**config.mk**
```make
export PLATFORM = sky130hd
export DESIGN_NAME = dbgcf_regs
export DESIGN_NICKNAME = d
export VERILOG_FILES = /design/src/core/dbgcf_fifo_mem.v /design/src/core/dbgcf_regs.v
export VERILOG_INCLUDE_DIRS = /design/src /design/src/core
export SDC_FILE = /design/constraint.sdc
export NUM_CORES = 1
export LEC_CHECK = 0
export BUFFER_PORTS_ARGS = -buffer_cell sky130_fd_sc_hd__buf_2
export CORE_MARGIN = 5
export CORE_UTILIZATION = 45
export CTS_BUF_LIST = sky130_fd_sc_hd__clkbuf_4 sky130_fd_sc_hd__clkbuf_8
export DETAILED_ROUTE_END_ITERATION = 8
export PLACE_DENSITY = 0.65
export SLEW_MARGIN = 20
export SYNTH_ARGS = -nofsm -noshare
export SYNTH_HDL_FRONTEND = slang
export SYNTH_SLANG_ARGS = --single-unit
```
**constraint.sdc**
```tcl
create_clock -name ref_clk_i -period 4.05 [get_ports ref_clk_i]
set_input_delay 0.6075 -clock ref_clk_i [delete_from_list [all_inputs] [get_ports ref_clk_i]]
set_output_delay 0.6075 -clock ref_clk_i [all_outputs]
set_load 0.1 [all_outputs]
```
**src/core/dbgcf_map.vh**
```
`ifndef DBGCF_MAP_VH
`define DBGCF_MAP_VH

// Register indices; byte address is four times the index
`define DBGCF_IDX_CMP_B_LOW 14'h3013
`define DBGCF_IDX_CMP_C_HIGH 14'h3014
`define DBGCF_IDX_CMP_C_LOW 14'h3015
`define DBGCF_IDX_FIFO_HIGH 14'h3016
`define DBGCF_IDX_FIFO_LOW 14'h3017
`define DBGCF_IDX_CMP_A_DIR 14'h3018

// Reset values
`define DBGCF_RST_CMP_B_LOW 8'h00
`define DBGCF_RST_CMP_C_HIGH 8'h00
`define DBGCF_RST_CMP_C_LOW 8'h00
`define DBGCF_RST_CMP_A_DIR 8'h00
`define DBGCF_RST_READ_DATA 8'h00

// Field positions of the comparator A direction extension
`define DBGCF_DIR_ENABLE_BIT 7
`define DBGCF_DIR_VALUE_BIT 6
`define DBGCF_DIR_WRITABLE 8'hc0

// Bus answers
`define DBGCF_RESP_OKAY 2'b00
`define DBGCF_RESP_SLVERR 2'b10

// Trace FIFO shape
`define DBGCF_FIFO_WIDTH 16
`define DBGCF_FIFO_DEPTH_LOG2 3

`endif

```
**src/core/dbgcf_fifo_mem.v**
```verilog
`timescale 1ns/100ps
module dbgcf_fifo_mem #(
  parameter WIDTH = 16,
  parameter ADDR_W = 3
) (
  // Clock and reset
  input wire ref_clk_i,
  input wire resetn_i,
  // Write port
  input wire wr_en_i,
  input wire [ADDR_W-1:0] wr_addr_i,
  input wire [WIDTH-1:0] wr_data_i,
  // Read port
  input wire [ADDR_W-1:0] rd_addr_i,
  output reg [WIDTH-1:0] rd_data_o
);

  reg [WIDTH-1:0] mem [0:(1<<ADDR_W)-1];

  // Storage has no reset; only the read register does
  always @(posedge ref_clk_i) begin
    if (wr_en_i) begin
      mem[wr_addr_i] <= wr_data_i;
    end
  end

  // Registered read, one cycle behind the address
  always @(posedge ref_clk_i or negedge resetn_i) begin
    if (!resetn_i) begin
      rd_data_o <= {WIDTH{1'b0}};
    end else begin
      rd_data_o <= mem[rd_addr_i];
    end
  end

endmodule

```
**src/core/dbgcf_regs.v**
```verilog
// The implementer's own choice: the AXI4-Lite slave port.
`timescale 1ns/100ps
`include "dbgcf_map.vh"
// Notes on behaviour
// - Each bit of the comparator B low byte picks whether address bit 7..0 must be 1 or 0.
// - Each bit of the comparator C high byte picks whether address bit 15..8 must be 1 or 0.
// - Each bit of the comparator C low byte picks whether address bit 7..0 must be 1 or 0.
// - Power-on reset or a non-end-run reset, unless debug enable is 1 and begin select 0, clears every bit of these registers.
// - After an end-run reset the register contents are undefined and not checked.
// - A reset ending a trace with debug enable 1 and begin select 0 keeps the contents.
// - The FIFO high readout shows bits 15..8 of the word at the read position.
// - In event-only modes the FIFO high readout returns zero for every valid word.
// - The FIFO low readout shows bits 7..0 of the word and a read advances the pointer.
// - Bit 7 of the comparator A extension makes read/write direction part of the match.
// - Bit 6 of the comparator A extension picks write (0) or read (1) when enabled.
// - The reserved bits of the comparator A extension are read-only and read zero.
module dbgcf_regs #(
  parameter ADDR_W = 16,
  parameter FIFO_WIDTH = `DBGCF_FIFO_WIDTH,
  parameter FIFO_DEPTH_LOG2 = `DBGCF_FIFO_DEPTH_LOG2
) (
  // Clock and reset
  input wire ref_clk_i,
  input wire resetn_i,
  // Reset kinds from the system
  input wire sys_reset_i,
  input wire end_run_reset_i,
  input wire debug_unit_enable_i,
  input wire begin_trigger_sel_i,
  // Monitored CPU bus
  input wire cpu_valid_i,
  input wire [15:0] cpu_addr_i,
  input wire cpu_rw_i,
  // Trace capture
  input wire trace_push_i,
  input wire [FIFO_WIDTH-1:0] trace_data_i,
  input wire event_only_mode_i,
  // Comparator results and FIFO empty flag
  output reg cmp_b_low_match_o,
  output reg cmp_c_match_o,
  output reg cmp_a_dir_ok_o,
  output reg fifo_empty_o,
  // AXI4-Lite write address
  input wire s_axi_awvalid,
  output reg s_axi_awready,
  input wire [ADDR_W-1:0] s_axi_awaddr,
  input wire [2:0] s_axi_awprot,
  // AXI4-Lite write data
  input wire s_axi_wvalid,
  output reg s_axi_wready,
  input wire [31:0] s_axi_wdata,
  input wire [3:0] s_axi_wstrb,
  // AXI4-Lite write response
  output reg s_axi_bvalid,
  input wire s_axi_bready,
  output reg [1:0] s_axi_bresp,
  // AXI4-Lite read address
  input wire s_axi_arvalid,
  output reg s_axi_arready,
  input wire [ADDR_W-1:0] s_axi_araddr,
  input wire [2:0] s_axi_arprot,
  // AXI4-Lite read data
  output reg s_axi_rvalid,
  input wire s_axi_rready,
  output reg [31:0] s_axi_rdata,
  output reg [1:0] s_axi_rresp
);

  localparam PTR_W = FIFO_DEPTH_LOG2 + 1;

  // Software-visible state
  reg [7:0] comparator_b_low_byte;
  reg [7:0] comparator_c_high_byte;
  reg [7:0] comparator_c_low_byte;
  reg [7:0] comparator_a_direction_ext;

  // FIFO pointers carry one wrap bit for honest full and empty
  reg [PTR_W-1:0] wr_ptr;
  reg [PTR_W-1:0] rd_ptr;
  wire [FIFO_WIDTH-1:0] fifo_word;

  // Write channel holding registers
  reg aw_held;
  reg w_held;
  reg [ADDR_W-1:0] aw_addr;
  reg [31:0] w_data;
  reg [3:0] w_strb;

  // Reset that clears versus reset that preserves
  wire keep_on_reset = debug_unit_enable_i & ~begin_trigger_sel_i;
  // End-run contents are undefined, so keeping them is a legal choice
  wire clear_now = sys_reset_i & ~keep_on_reset & ~end_run_reset_i;

  wire fifo_empty = (wr_ptr == rd_ptr);
  wire fifo_full = (wr_ptr[PTR_W-1] != rd_ptr[PTR_W-1]) &&
                   (wr_ptr[PTR_W-2:0] == rd_ptr[PTR_W-2:0]);

  // Index decode of both channels; low two address bits ignored
  wire [ADDR_W-3:0] wr_idx = aw_addr[ADDR_W-1:2];
  wire [ADDR_W-3:0] rd_idx = s_axi_araddr[ADDR_W-1:2];

  wire do_write = aw_held & w_held & ~s_axi_bvalid;
  wire do_read = s_axi_arvalid & s_axi_arready;

  // Read of the low byte pops the FIFO when a word is present
  wire pop = do_read && (rd_idx == `DBGCF_IDX_FIFO_LOW) && !fifo_empty;
  wire push = trace_push_i && !fifo_full; // Words arriving while full are dropped

  reg wr_mapped;
  reg rd_mapped;
  reg [7:0] rd_byte;

  // Write address map
  always @* begin
    case (wr_idx)
      `DBGCF_IDX_CMP_B_LOW: wr_mapped = 1'b1;
      `DBGCF_IDX_CMP_C_HIGH: wr_mapped = 1'b1;
      `DBGCF_IDX_CMP_C_LOW: wr_mapped = 1'b1;
      `DBGCF_IDX_FIFO_HIGH: wr_mapped = 1'b1;
      `DBGCF_IDX_FIFO_LOW: wr_mapped = 1'b1;
      `DBGCF_IDX_CMP_A_DIR: wr_mapped = 1'b1;
      default: wr_mapped = 1'b0;
    endcase
  end

  // Read multiplexer; an empty FIFO reads zero
  always @* begin
    rd_mapped = 1'b1;
    rd_byte = 8'h00;
    case (rd_idx)
      `DBGCF_IDX_CMP_B_LOW: rd_byte = comparator_b_low_byte;
      `DBGCF_IDX_CMP_C_HIGH: rd_byte = comparator_c_high_byte;
      `DBGCF_IDX_CMP_C_LOW: rd_byte = comparator_c_low_byte;
      `DBGCF_IDX_FIFO_HIGH: begin
        if (!fifo_empty && !event_only_mode_i) begin
          rd_byte = fifo_word[15:8];
        end
      end
      `DBGCF_IDX_FIFO_LOW: begin
        if (!fifo_empty) begin
          rd_byte = fifo_word[7:0];
        end
      end
      `DBGCF_IDX_CMP_A_DIR: rd_byte = comparator_a_direction_ext & `DBGCF_DIR_WRITABLE;
      default: rd_mapped = 1'b0;
    endcase
  end

  // Write address and data are caught independently, in either order
  always @(posedge ref_clk_i or negedge resetn_i) begin
    if (!resetn_i) begin
      aw_held <= 1'b0;
      w_held <= 1'b0;
      aw_addr <= {ADDR_W{1'b0}};
      w_data <= 32'h00000000;
      w_strb <= 4'h0;
      s_axi_awready <= 1'b1;
      s_axi_wready <= 1'b1;
    end else begin
      if (s_axi_awvalid && s_axi_awready) begin
        aw_held <= 1'b1;
        aw_addr <= s_axi_awaddr;
        s_axi_awready <= 1'b0;
      end
      if (s_axi_wvalid && s_axi_wready) begin
        w_held <= 1'b1;
        w_data <= s_axi_wdata;
        w_strb <= s_axi_wstrb;
        s_axi_wready <= 1'b0;
      end
      // Reopen both channels only once the response is taken
      if (s_axi_bvalid && s_axi_bready) begin
        aw_held <= 1'b0;
        w_held <= 1'b0;
        s_axi_awready <= 1'b1;
        s_axi_wready <= 1'b1;
      end
    end
  end

  // Write response one cycle after both halves are held
  always @(posedge ref_clk_i or negedge resetn_i) begin
    if (!resetn_i) begin
      s_axi_bvalid <= 1'b0;
      s_axi_bresp <= `DBGCF_RESP_OKAY;
    end else if (do_write) begin
      s_axi_bvalid <= 1'b1;
      s_axi_bresp <= wr_mapped ? `DBGCF_RESP_OKAY : `DBGCF_RESP_SLVERR;
    end else if (s_axi_bready) begin
      s_axi_bvalid <= 1'b0;
    end
  end

  // Registers written through byte lane 0; FIFO readouts ignore writes
  always @(posedge ref_clk_i or negedge resetn_i) begin
    if (!resetn_i) begin
      comparator_b_low_byte <= `DBGCF_RST_CMP_B_LOW;
      comparator_c_high_byte <= `DBGCF_RST_CMP_C_HIGH;
      comparator_c_low_byte <= `DBGCF_RST_CMP_C_LOW;
      comparator_a_direction_ext <= `DBGCF_RST_CMP_A_DIR;
    end else if (clear_now) begin
      comparator_b_low_byte <= `DBGCF_RST_CMP_B_LOW;
      comparator_c_high_byte <= `DBGCF_RST_CMP_C_HIGH;
      comparator_c_low_byte <= `DBGCF_RST_CMP_C_LOW;
      comparator_a_direction_ext <= `DBGCF_RST_CMP_A_DIR;
    end else if (do_write && w_strb[0] && !sys_reset_i) begin
      case (wr_idx)
        `DBGCF_IDX_CMP_B_LOW: comparator_b_low_byte <= w_data[7:0];
        `DBGCF_IDX_CMP_C_HIGH: comparator_c_high_byte <= w_data[7:0];
        `DBGCF_IDX_CMP_C_LOW: comparator_c_low_byte <= w_data[7:0];
        `DBGCF_IDX_CMP_A_DIR: begin
          comparator_a_direction_ext <= w_data[7:0] & `DBGCF_DIR_WRITABLE;
        end
        default: comparator_a_direction_ext <= comparator_a_direction_ext;
      endcase
    end
  end

  // Read channel: one request at a time, data one cycle after acceptance
  always @(posedge ref_clk_i or negedge resetn_i) begin
    if (!resetn_i) begin
      s_axi_arready <= 1'b1;
      s_axi_rvalid <= 1'b0;
      s_axi_rdata <= 32'h00000000;
      s_axi_rresp <= `DBGCF_RESP_OKAY;
    end else if (do_read) begin
      s_axi_arready <= 1'b0;
      s_axi_rvalid <= 1'b1;
      s_axi_rdata <= {24'h000000, rd_byte};
      s_axi_rresp <= rd_mapped ? `DBGCF_RESP_OKAY : `DBGCF_RESP_SLVERR;
    end else if (s_axi_rvalid && s_axi_rready) begin
      s_axi_rvalid <= 1'b0;
      s_axi_arready <= 1'b1;
    end
  end

  // FIFO pointers; a cleared reset also empties the FIFO
  always @(posedge ref_clk_i or negedge resetn_i) begin
    if (!resetn_i) begin
      wr_ptr <= {PTR_W{1'b0}};
      rd_ptr <= {PTR_W{1'b0}};
      fifo_empty_o <= 1'b1;
    end else if (clear_now) begin
      wr_ptr <= {PTR_W{1'b0}};
      rd_ptr <= {PTR_W{1'b0}};
      fifo_empty_o <= 1'b1;
    end else begin
      if (push) begin
        wr_ptr <= wr_ptr + {{(PTR_W-1){1'b0}}, 1'b1};
      end
      if (pop) begin
        rd_ptr <= rd_ptr + {{(PTR_W-1){1'b0}}, 1'b1};
      end
      fifo_empty_o <= ((push ? wr_ptr + {{(PTR_W-1){1'b0}}, 1'b1} : wr_ptr) ==
                       (pop ? rd_ptr + {{(PTR_W-1){1'b0}}, 1'b1} : rd_ptr));
    end
  end

  // Address and direction compare, registered for a clean output
  always @(posedge ref_clk_i or negedge resetn_i) begin
    if (!resetn_i) begin
      cmp_b_low_match_o <= 1'b0;
      cmp_c_match_o <= 1'b0;
      cmp_a_dir_ok_o <= 1'b0;
    end else begin
      cmp_b_low_match_o <= cpu_valid_i && (cpu_addr_i[7:0] == comparator_b_low_byte);
      cmp_c_match_o <= cpu_valid_i &&
                       (cpu_addr_i[15:8] == comparator_c_high_byte) &&
                       (cpu_addr_i[7:0] == comparator_c_low_byte);
      // Direction only counts while its enable is set
      cmp_a_dir_ok_o <= cpu_valid_i &&
                        (!comparator_a_direction_ext[`DBGCF_DIR_ENABLE_BIT] ||
                         (cpu_rw_i == comparator_a_direction_ext[`DBGCF_DIR_VALUE_BIT]));
    end
  end

  // Read address tracks the pointer; the word lags a pop by one cycle,
  // which the one-request-at-a-time read channel always covers
  dbgcf_fifo_mem #(
    .WIDTH(FIFO_WIDTH),
    .ADDR_W(FIFO_DEPTH_LOG2)
  ) u_fifo_mem (
    .ref_clk_i(ref_clk_i),
    .resetn_i(resetn_i),
    .wr_en_i(push),
    .wr_addr_i(wr_ptr[PTR_W-2:0]),
    .wr_data_i(trace_data_i),
    .rd_addr_i(rd_ptr[PTR_W-2:0]),
    .rd_data_o(fifo_word)
  );

endmodule

```
# Word level (Yosys, flattened, before mapping)
# Memories as Yosys holds them, arrays and structs flattened. A register that Yosys moved wholly into a read port is not among the register bits.
# Index checks and enable logic that the tools add are counted.
[word_totals]
reg_bits = 88
mem_bits_rw = 128
inputBits = 121
out_inout_bits = 45
memories = 1
[op_classes]
addsub = 2
n_eq_ne = 20
muxes = 40
bitwise_logic = 10
reduce_logical = 37
[mem_list]
columns = ["memory", "words", "width", "read_ports", "rd_clocked_by_memory_dff", "wr", "line_no", "rtl"]
rows = [
  ["u_fifo_mem.mem", 8, 16, 1, 1, 1, "dbgcf_fifo_mem.v:18", "reg [WIDTH-1:0] mem [0:(1<<ADDR_W)-1];"],
]
[ops]
columns = ["cell", "n"]
rows = [
  ["14-bit equality test (second input constant)", 12],
  ["8-bit two-way mux", 14],
  ["8-bit case mux with 6 select lines", 1],
  ["8-bit equality test", 3],
  ["1-bit two-way mux", 19],
  ["2-bit nonzero test", 9],
  ["4-bit two-way mux", 4],
  ["1-bit logical AND", 15],
  ["6-bit OR reduction", 2],
  ["4-bit by 1-bit adder with 4-bit output (second input constant)", 2],
  ["4-bit equality test", 2],
  ["2-bit AND reduction", 4],
  ["1-bit bitwise AND", 6],
  ["1-bit logical NOT", 6],
  ["2-bit two-way mux", 2],
  ["1-bit NOT", 4],
  ["3-bit equality test", 1],
  ["1-bit equality test", 1],
  ["1-bit logical OR", 1],
  ["1-bit inequality test", 1],
]

# Logic depth before layout (Yosys ltp)
# Gate-level depths: netlist of the first run.
[depth]
ltp_word = 7
mapped_depth = 9
ltp_nobuf = 6

# By module
# Synthesis of the first run repeated with hierarchy kept, for this count alone.
[unflattened]
hier_cells = 593
hier_area_um2 = 9586.7
[by_module_without_submodules]
columns = ["module", "n_inst", "cells_per_inst", "area_each_um2", "seq_area_each_um2"]
rows = [
  ["dbgcf_fifo_mem", 1, 214, 5373.9, 4244.1],
  ["dbgcf_regs", 1, 379, 4212.8, 1956.9],
]

# Worst setup path after synthesis of the first run
# OpenSTA, ideal clock, no wires.
[synth_path]
path_type = "input -> register"
startpoint = "input trace_push_i"
endpoint = "memory u_fifo_mem.mem[0][0] (enable)"
setup_time_ps = 430
arrival_time_ps = 2665
required_ps = 3620
setup_slack_ps = 955
cell_stages = 3
n_path_buf = 1
path_cell_list = "clkbuf_1 o41ai_4 nor4_1"
[synth_between]
elab_chain_cells = 3
[synth_rtl]
columns = ["item", "line_no", "rtl"]
rows = [
  ["from (decl)", "dbgcf_regs.v:35", "input wire trace_push_i,"],
  ["1-bit logical AND", "dbgcf_regs.v:107", "wire push = trace_push_i && !fifo_full;"],
  ["1-bit two-way mux", "dbgcf_fifo_mem.v:22", "if (wr_en_i) begin"],
  ["1-bit two-way mux (implied by the code)", "dbgcf_fifo_mem.v:23", "mem[wr_addr_i] <= wr_data_i;"],
  ["to (decl)", "dbgcf_fifo_mem.v:18", ""],
]
# No other way between the ends.

# Worst setup path after layout of the first run
[layout_path]
startpoint = "register wr_ptr[0]"
endpoint = "memory u_fifo_mem.mem[3][13] (enable)"
[layout_between]
elab_chain_cells = 6
[layout_rtl]
columns = ["item", "line_no", "rtl"]
rows = [
  ["from (decl)", "dbgcf_regs.v:78", "reg [PTR_W-1:0] wr_ptr;"],
  ["from (signal assigned)", "dbgcf_regs.v:240", "wr_ptr <= {PTR_W{1'b0}};"],
  ["from (signal assigned)", "dbgcf_regs.v:244", "wr_ptr <= {PTR_W{1'b0}};"],
  ["from (signal assigned)", "dbgcf_regs.v:249", "wr_ptr <= wr_ptr + {{(PTR_W-1){1'b0}}, 1'b1};"],
  ["3-bit equality test", "dbgcf_regs.v:96", "(wr_ptr[PTR_W-2:0] == rd_ptr[PTR_W-2:0]);"],
  ["1-bit logical AND", "dbgcf_regs.v:95", "wire fifo_full = (wr_ptr[PTR_W-1] != rd_ptr[PTR_W-1]) &&"],
  ["1-bit logical NOT", "dbgcf_regs.v:107", ""],
  ["1-bit logical AND", "dbgcf_regs.v:107", ""],
  ["1-bit two-way mux", "dbgcf_fifo_mem.v:22", ""],
  ["1-bit two-way mux (implied by the code)", "dbgcf_fifo_mem.v:23", ""],
]
# Several ways; a longest one is shown, not always the timed one.

==> metrics.txt, run 1 <==
max-slew violation count 0; synth warn 0; number of max-cap violations 0; root buf cell clkbuf_8; # rows 53; minimum clock period a little under 3 ns; CP Capture Type flip-flop; post-route design area between 0.01 and 0.015 mm²; GRT Util Overall 0.168; Routability Congestion 0.839; Final Hold Fails 0; dpl ws 1.06 ns; core area between 0.02 and 0.025 mm²; first-pass GRT wire length approximately 32000 µm; DR DRC count 0; cell taking the most area after synthesis edfxtp_1; Skew-Pair Late Insertion Delay approximately 0.53 ns; Final Skew ~0.03 ns; vias in the first global route between 5000 and 6000; Slew headroom 0.313; DRT antenna net count 0; setup total negative slack 0 ns; CP Class reg2reg; Die Wd approximately 160 µm; DRT iter0 DRCs roughly 260; final wirelength approximately 20000 µm; status finished clean; TritonCTS buffer count 37; Peak Freq about 340 MHz; Least-Margin Pin Slew ~1 ns; nets@finish approximately 860; setup slack after layout roughly 1.1 ns; Layout Cells excl Fill ~1000; worst hold slack 0.165 ns; prevailing post-synth register cell edfxtp_1; DRT Pass-1 Iters 5; total placed instance area a little over 0.01 mm²; detailed-route wire length per cell 19.2 µm; Area contributors post-synth edfxtp_1, dfrtp_1, mux4_2; Worst R2R End u_fifo_mem.mem[3][13]; Clock Path Buffers 3; Vias around 5400; worst min-delay path class in2async; chip height roughly 160 µm; P_leak around 4.3 nW; RSZ-0062 raised after global routing no; crit-path max FO 18; post-synthesis cell area 0.00961 mm²; PD cells 548 mW/mm²; Resized cells post-CTS 0; CTS tree yes; Post-synth top cells edfxtp_1, dfrtp_1, nor2_1, mux2_2, mux4_2; Die ar. approximately 0.024 mm²; I/O pin total roughly 170; CTS HTree Levels 2; Fill cells roughly 1700; asr flop ratio synth 0.423; register area share after synthesis 0.645; CTS sink count between 200 and 250; detailed placement HPWL approximately 13000 µm; initial antenna violation count 1; Post-CTS Setup Bufs 0; Starting Density 0.457; largest net degree at the start of global routing between 60 and 70; FF-to-FF path depth 4; count of cell types in the netlist 57; WP data arrival 3.07 ns; Yosys reg bits 222; # setup viols final 0; clock slew at reported path FFs about 0.070 ns; Area growth syn-to-layout 15.4%; final worst-path cycle share 0.727; final global-route overflow total 0; Synth Area per Inst approximately 16 µm²; placed cells 972; Post-synth EDFFs about 130; Hold Buf Count CTS 0; Syn Inst Count 610; Critical R2R Launch wr_ptr[0]; CP Launch Type flip-flop; Worst VDD drop 0.000310 V; most common cell in the netlist edfxtp_1; layout cells sized above 1 0.363; IO Port Bufs between 100 and 150; Worst R2R Setup Slack approximately 1.1 ns; vias per inst 5.19; Crit path required time ~4.2 ns; Yosys top cell area share 0.400
==> registers in the layout, indices dropped and copies added (netlist names), 2 cells and up <==
| register | cells |
|---|---|
| s_axi_rdata | 8 |
| wr_ptr | 4 |
| u_fifo_mem.rd_data_o | 16 |
| w_data | 8 |
| comparator_a_direction_ext | 2 |
| aw_addr | 14 |
| comparator_b_low_byte | 8 |
| rd_ptr | 4 |
| u_fifo_mem.mem | 128 |
| comparator_c_high_byte | 8 |
| comparator_c_low_byte | 8 |
==> cells by family (layout without fill, tap and decap cells) <==
family,Yosys count,in the layout,share of synthesized area
and+or+nand+nor,125,125,0.0709
adders and majority gates,2,2,0.00260
other,1,27,0.000390
muxes,108,108,0.160
buffers and inverters,58,187,0.0364
DFF,222,222,0.645
AOI/OAI and AO/OA,54,54,0.0431
xor gates and xnor gates,40,40,0.0411
==> critical path, cell delays in order (launching register included) <==
cell and delay [ns]:
dfrtp_1 0.87, xor2_4 0.19, o41ai_4 0.81, nor2_1 0.12
and3_1 0.55
==> worst max-delay path by stage <==
stage | from | end | slack [ns] | cells after the start
3_3_place_gp | s_axi_araddr[11] | fifo_empty_o | 1.13 | 7
2_1_floorplan | trace_push_i | u_fifo_mem.mem[0][0] | 0.95 | 3
3_5_place_dp | wr_ptr[0] | u_fifo_mem.mem[3][7] | 1.06 | 4
5_1_grt | wr_ptr[0] | u_fifo_mem.mem[3][3] | 0.85 | 4
6_report | wr_ptr[0] | u_fifo_mem.mem[3][13] | 1.10 | 4
4_1_cts | wr_ptr[0] | u_fifo_mem.mem[3][3] | 1.04 | 4
==> per-stage QoR <==
stage / total power, mW / utilization
after floorplan: 3.92 / -
final: 6.08 / 0.528
after CTS: 6.15 / 0.527
after detailed placement: 4.24 / 0.493
after global placement: 4.17 / 0.493
after global routing: 6.39 / 0.527
==> power breakdown <==
group	switching, mW	total (mW)	internal [mW]
Sequential	0.264	3.05	2.78
Combinational	0.747	1.13	0.381
Clock	0.876	1.90	1.03
Total	1.89	6.08	4.19
==> cell usage in the layout (no fill, tap or decap), types with 4 or more instances in the layout <==
master      n
a21oi_1    10
a221oi_1    6
a22o_1      4
a22oi_1     7
buf_2     101
buf_4      11
clkbuf_4   13
clkbuf_8   39
clkinv_1    5
clkinv_2    7
conb_1     26
dfrtp_1    89
dfstp_2     4
edfxtp_1  128
inv_1       8
mux2_2     47
mux2i_1    29
mux4_2     32
nand2_1    21
nand2b_1    4
nand3_1     4
nand4_1     7
nor2_1     51
nor3_1      4
nor4_1      5
o21ai_0    12
xnor2_1    23
xor2_1     14
==> metal layers <==
layer | routed length, µm | vias up | track usage
li1 | - | 2502 | -
met1 | 8420 | 2654 | 0.220
met2 | 9680 | 200 | 0.282
met3 | 1570 | 43 | 0.0424
met4 | 338 | 2 | 0.0442
met5 | 13 | - | 0
==> layout make-up <==
cell class | count | area (µm²) | area share
timing repair buffer | 112 | 588 | 0.0530
inverter | 8 | 30.0 | 0.00271
clock buffer | 52 | 634 | 0.0572
tap | 275 | 344 | 0.0310
multi-input combinational | 355 | 3200 | 0.288
sequential | 222 | 6200 | 0.559
antenna | 1 | 2.50 | 0.000226
clock inverter | 15 | 90.1 | 0.00812
Note: power is estimated with default switching activity, not from simulation.
==> inputs of run 2 (changes only) <==
Settings changed: ABC_AREA set to 1, PLACE_DENSITY 0.65 to 0.68.
Clock period 4.05 ns to 2.49 ns, I/O delays scaled along.
==> run 2 against run 1 <==
Compared with the run above:
- maximum frequency increased by 50%
- worst hold slack worse by 0.14 ns
- wire length up 10%
- critical path depth grew 5
- via count rose by 30%
- total power grew 83%
- sequential power increased by 69%
- count of clock-buffer cells in the layout up 6
- register-to-register slack worse by 0.58 ns
- flip-flop and latch count did not move
- die area up 0.26%
- largest cell class unchanged
- combinational power up 150%
==> metrics.txt, run 2 <==
post-route design area about 0.011 mm²; I/O pin total roughly 170; post-synthesis cell area between 0.009 and 0.01 mm²; RSZ-0062 raised after global routing no; Yosys top cell area share 0.399; register area share after synthesis 0.643; Post-synth EDFFs 128; crit path to s_axi_rdata[2]; # setup viols final 0; core area between 0.02 and 0.025 mm²; vias per inst 5.06; count of cell types in the netlist 42; DRT Pass-1 Iters 5; DRT iter0 DRCs approximately 570; CTS tree yes; most flop-heavy register u_fifo_mem.mem; Skew-Pair Late Insertion Delay about 0.53 ns; cell taking the most area after synthesis edfxtp_1; root buf cell clkbuf_8; CP Capture Type flip-flop; Post-synth top cells nand2_1, nor2_1, edfxtp_1, o21ai_0, dfrtp_1; Power Internal just over 7 mW; CTS sink count around 220; Final Skew about 0.012 ns; number of max-cap violations 0; DR DRC count 0; CP bufs+invs 2; chip height 156 µm; Post-CTS Setup Bufs 0; worst hold slack approximately 0.025 ns; Net Sw Frac 0.356; CP Class reg2reg; final global-route overflow total 0; sequential power share 0.461; FF-to-FF path depth 9; CP Launch Type flip-flop; CP delay by family, top simple AND/OR/NAND/NOR gates; Crit path required time approximately 2.9 ns; prevailing post-synth register cell edfxtp_1; commonest non-fill, non-tap cell in the layout nand2_1; # rows 53; Net Sw Power 3.97 mW; detailed placement HPWL approximately 14000 µm; Least-Margin Pin Slew between 0.9 and 1 ns; final wirelength 22100 µm; WP data arrival approximately 2.4 ns; nets@finish around 1200; Most common cell on crit path nand2_1; Synth Area per Inst just over 10 µm²; Clock power frac 0.287; IO Port Bufs 102; worst-path cell chain buf_4 -> nand2_1 -> nand2_1 -> nor2_2 -> nand2_2 -> nand3_1 -> inv_2 -> a211oi_1 -> nor2_1; Overall Power between 10 and 15 mW; largest net degree at the start of global routing 50; placed cells 1318; Worst VDD drop approximately 0.00046 V; PD cells 994 mW/mm²; Starting Density 0.457; Resized cells post-CTS 0; Worst R2R End s_axi_rdata[2]; Peak Freq 510 MHz; P_leak 4.87 nW; DRT antenna net count 0; GRT Util Overall 0.180; Hold Buf Count CTS 2; most common cell in the netlist nand2_1; Slew headroom 0.346; setup slack after layout between 0.5 and 0.6 ns; synth warn 0; initial antenna violation count 2; Combinational Power Share 0.252; Area contributors post-synth edfxtp_1, dfrtp_1, nand2_1; layout cells sized above 1 0.203; most frequent cells in the layout nand2_1, nor2_1, edfxtp_1; Area growth syn-to-layout 16.4%; Clock Path Buffers 3; Worst R2R Setup Slack between 0.5 and 0.6 ns; asr flop ratio synth 0.423; Critical R2R Launch rd_ptr[0]; dpl ws 0.427 ns; CTS HTree Levels 2; Die ar. 0.0244 mm²; total placed instance area between 0.01 and 0.015 mm²; crit-path max FO 27; clock slew at reported path FFs around 0.06 ns; first-pass GRT wire length approximately 35000 µm; vias in the first global route 6712; status finished clean; detailed-route wire length per cell 15.9 µm; Routability Congestion approximately 0.94; Layout Cells excl Fill about 1400; max-slew violation count 0; slowest CP cell dfrtp_2; number of cells on the critical path 9; minimum clock period about 2.0 ns; biggest regs u_fifo_mem.mem: 128 flops, u_fifo_mem.rd_data_o: 16 flops, aw_addr: 14 flops; Final Hold Fails 0; flip-flop count of the largest register after layout 128; TritonCTS buffer count 38; Yosys reg bits ~220; Vias ~7000; final worst-path cycle share 0.788; Critical Path Max Stage Delay 0.42 ns; Die Wd roughly 160 µm; Syn Inst Count about 950; worst min-delay path class in2reg; launch point of the worst path rd_ptr[0]
## run 2: cell families after synthesis
logic type                 share of synthesized area
AOI/OAI and AO/OA                              0.103
xor gates and xnor gates                     0.00818
adders and majority gates                    0.00260
buffers and inverters                         0.0609
DFF                                            0.643
other                                       0.000389
and+or+nand+nor                                0.181
## run 2: power groups by stage
stage / clock network (mW) / logic, mW / registers (mW)
global route: 3.47 / 3.10 / 5.23
CTS: 3.29 / 2.83 / 5.14
detailed placement: 0 / 2.82 / 5.20
finish: 3.20 / 2.81 / 5.14
floorplan: 0 / 1.42 / 5.87
global placement: 0 / 2.78 / 5.18
## run 2: per-layer routing
layer | GRT usage | wire, µm
met4 | 0.0545 | 372
met2 | 0.294 | 10300
met3 | 0.0409 | 1810
met1 | 0.241 | 9600
met5 | 0 | 26
## run 2: worst min path at each step
| stage | from | end | slack (ns) | cells after the start |
|---|---|---|---|---|
| 2_1_floorplan | resetn_i | aw_addr[10] | 0.08 | 0 |
| 3_3_place_gp | resetn_i | s_axi_bvalid | 0.39 | 1 |
| 3_5_place_dp | resetn_i | w_data[5] | 0.39 | 1 |
| 4_1_cts | s_axi_wvalid | s_axi_wready | 0.0003 | 2 |
| 5_1_grt | s_axi_wvalid | s_axi_wready | 0.04 | 2 |
| 6_report | s_axi_wvalid | s_axi_wready | 0.03 | 2 |
## run 2: final cells by class
cell class	instances	area, µm²
clock buffer	58	698
multi-input combinational	633	2960
sequential	222	6200
fill	1905	9870
tap	275	344
antenna	2	5.00
timing repair buffer	124	708
clock inverter	10	53.8
inverter	66	248
## run 2: metrics by stage
| stage | TNS [ns] | util |
|---|---|---|
| floorplan | -0.172 | - |
| global placement | 0 | 0.495 |
| detailed placement | 0 | 0.495 |
| CTS | 0 | 0.532 |
| global route | 0 | 0.532 |
| finish | 0 | 0.532 |
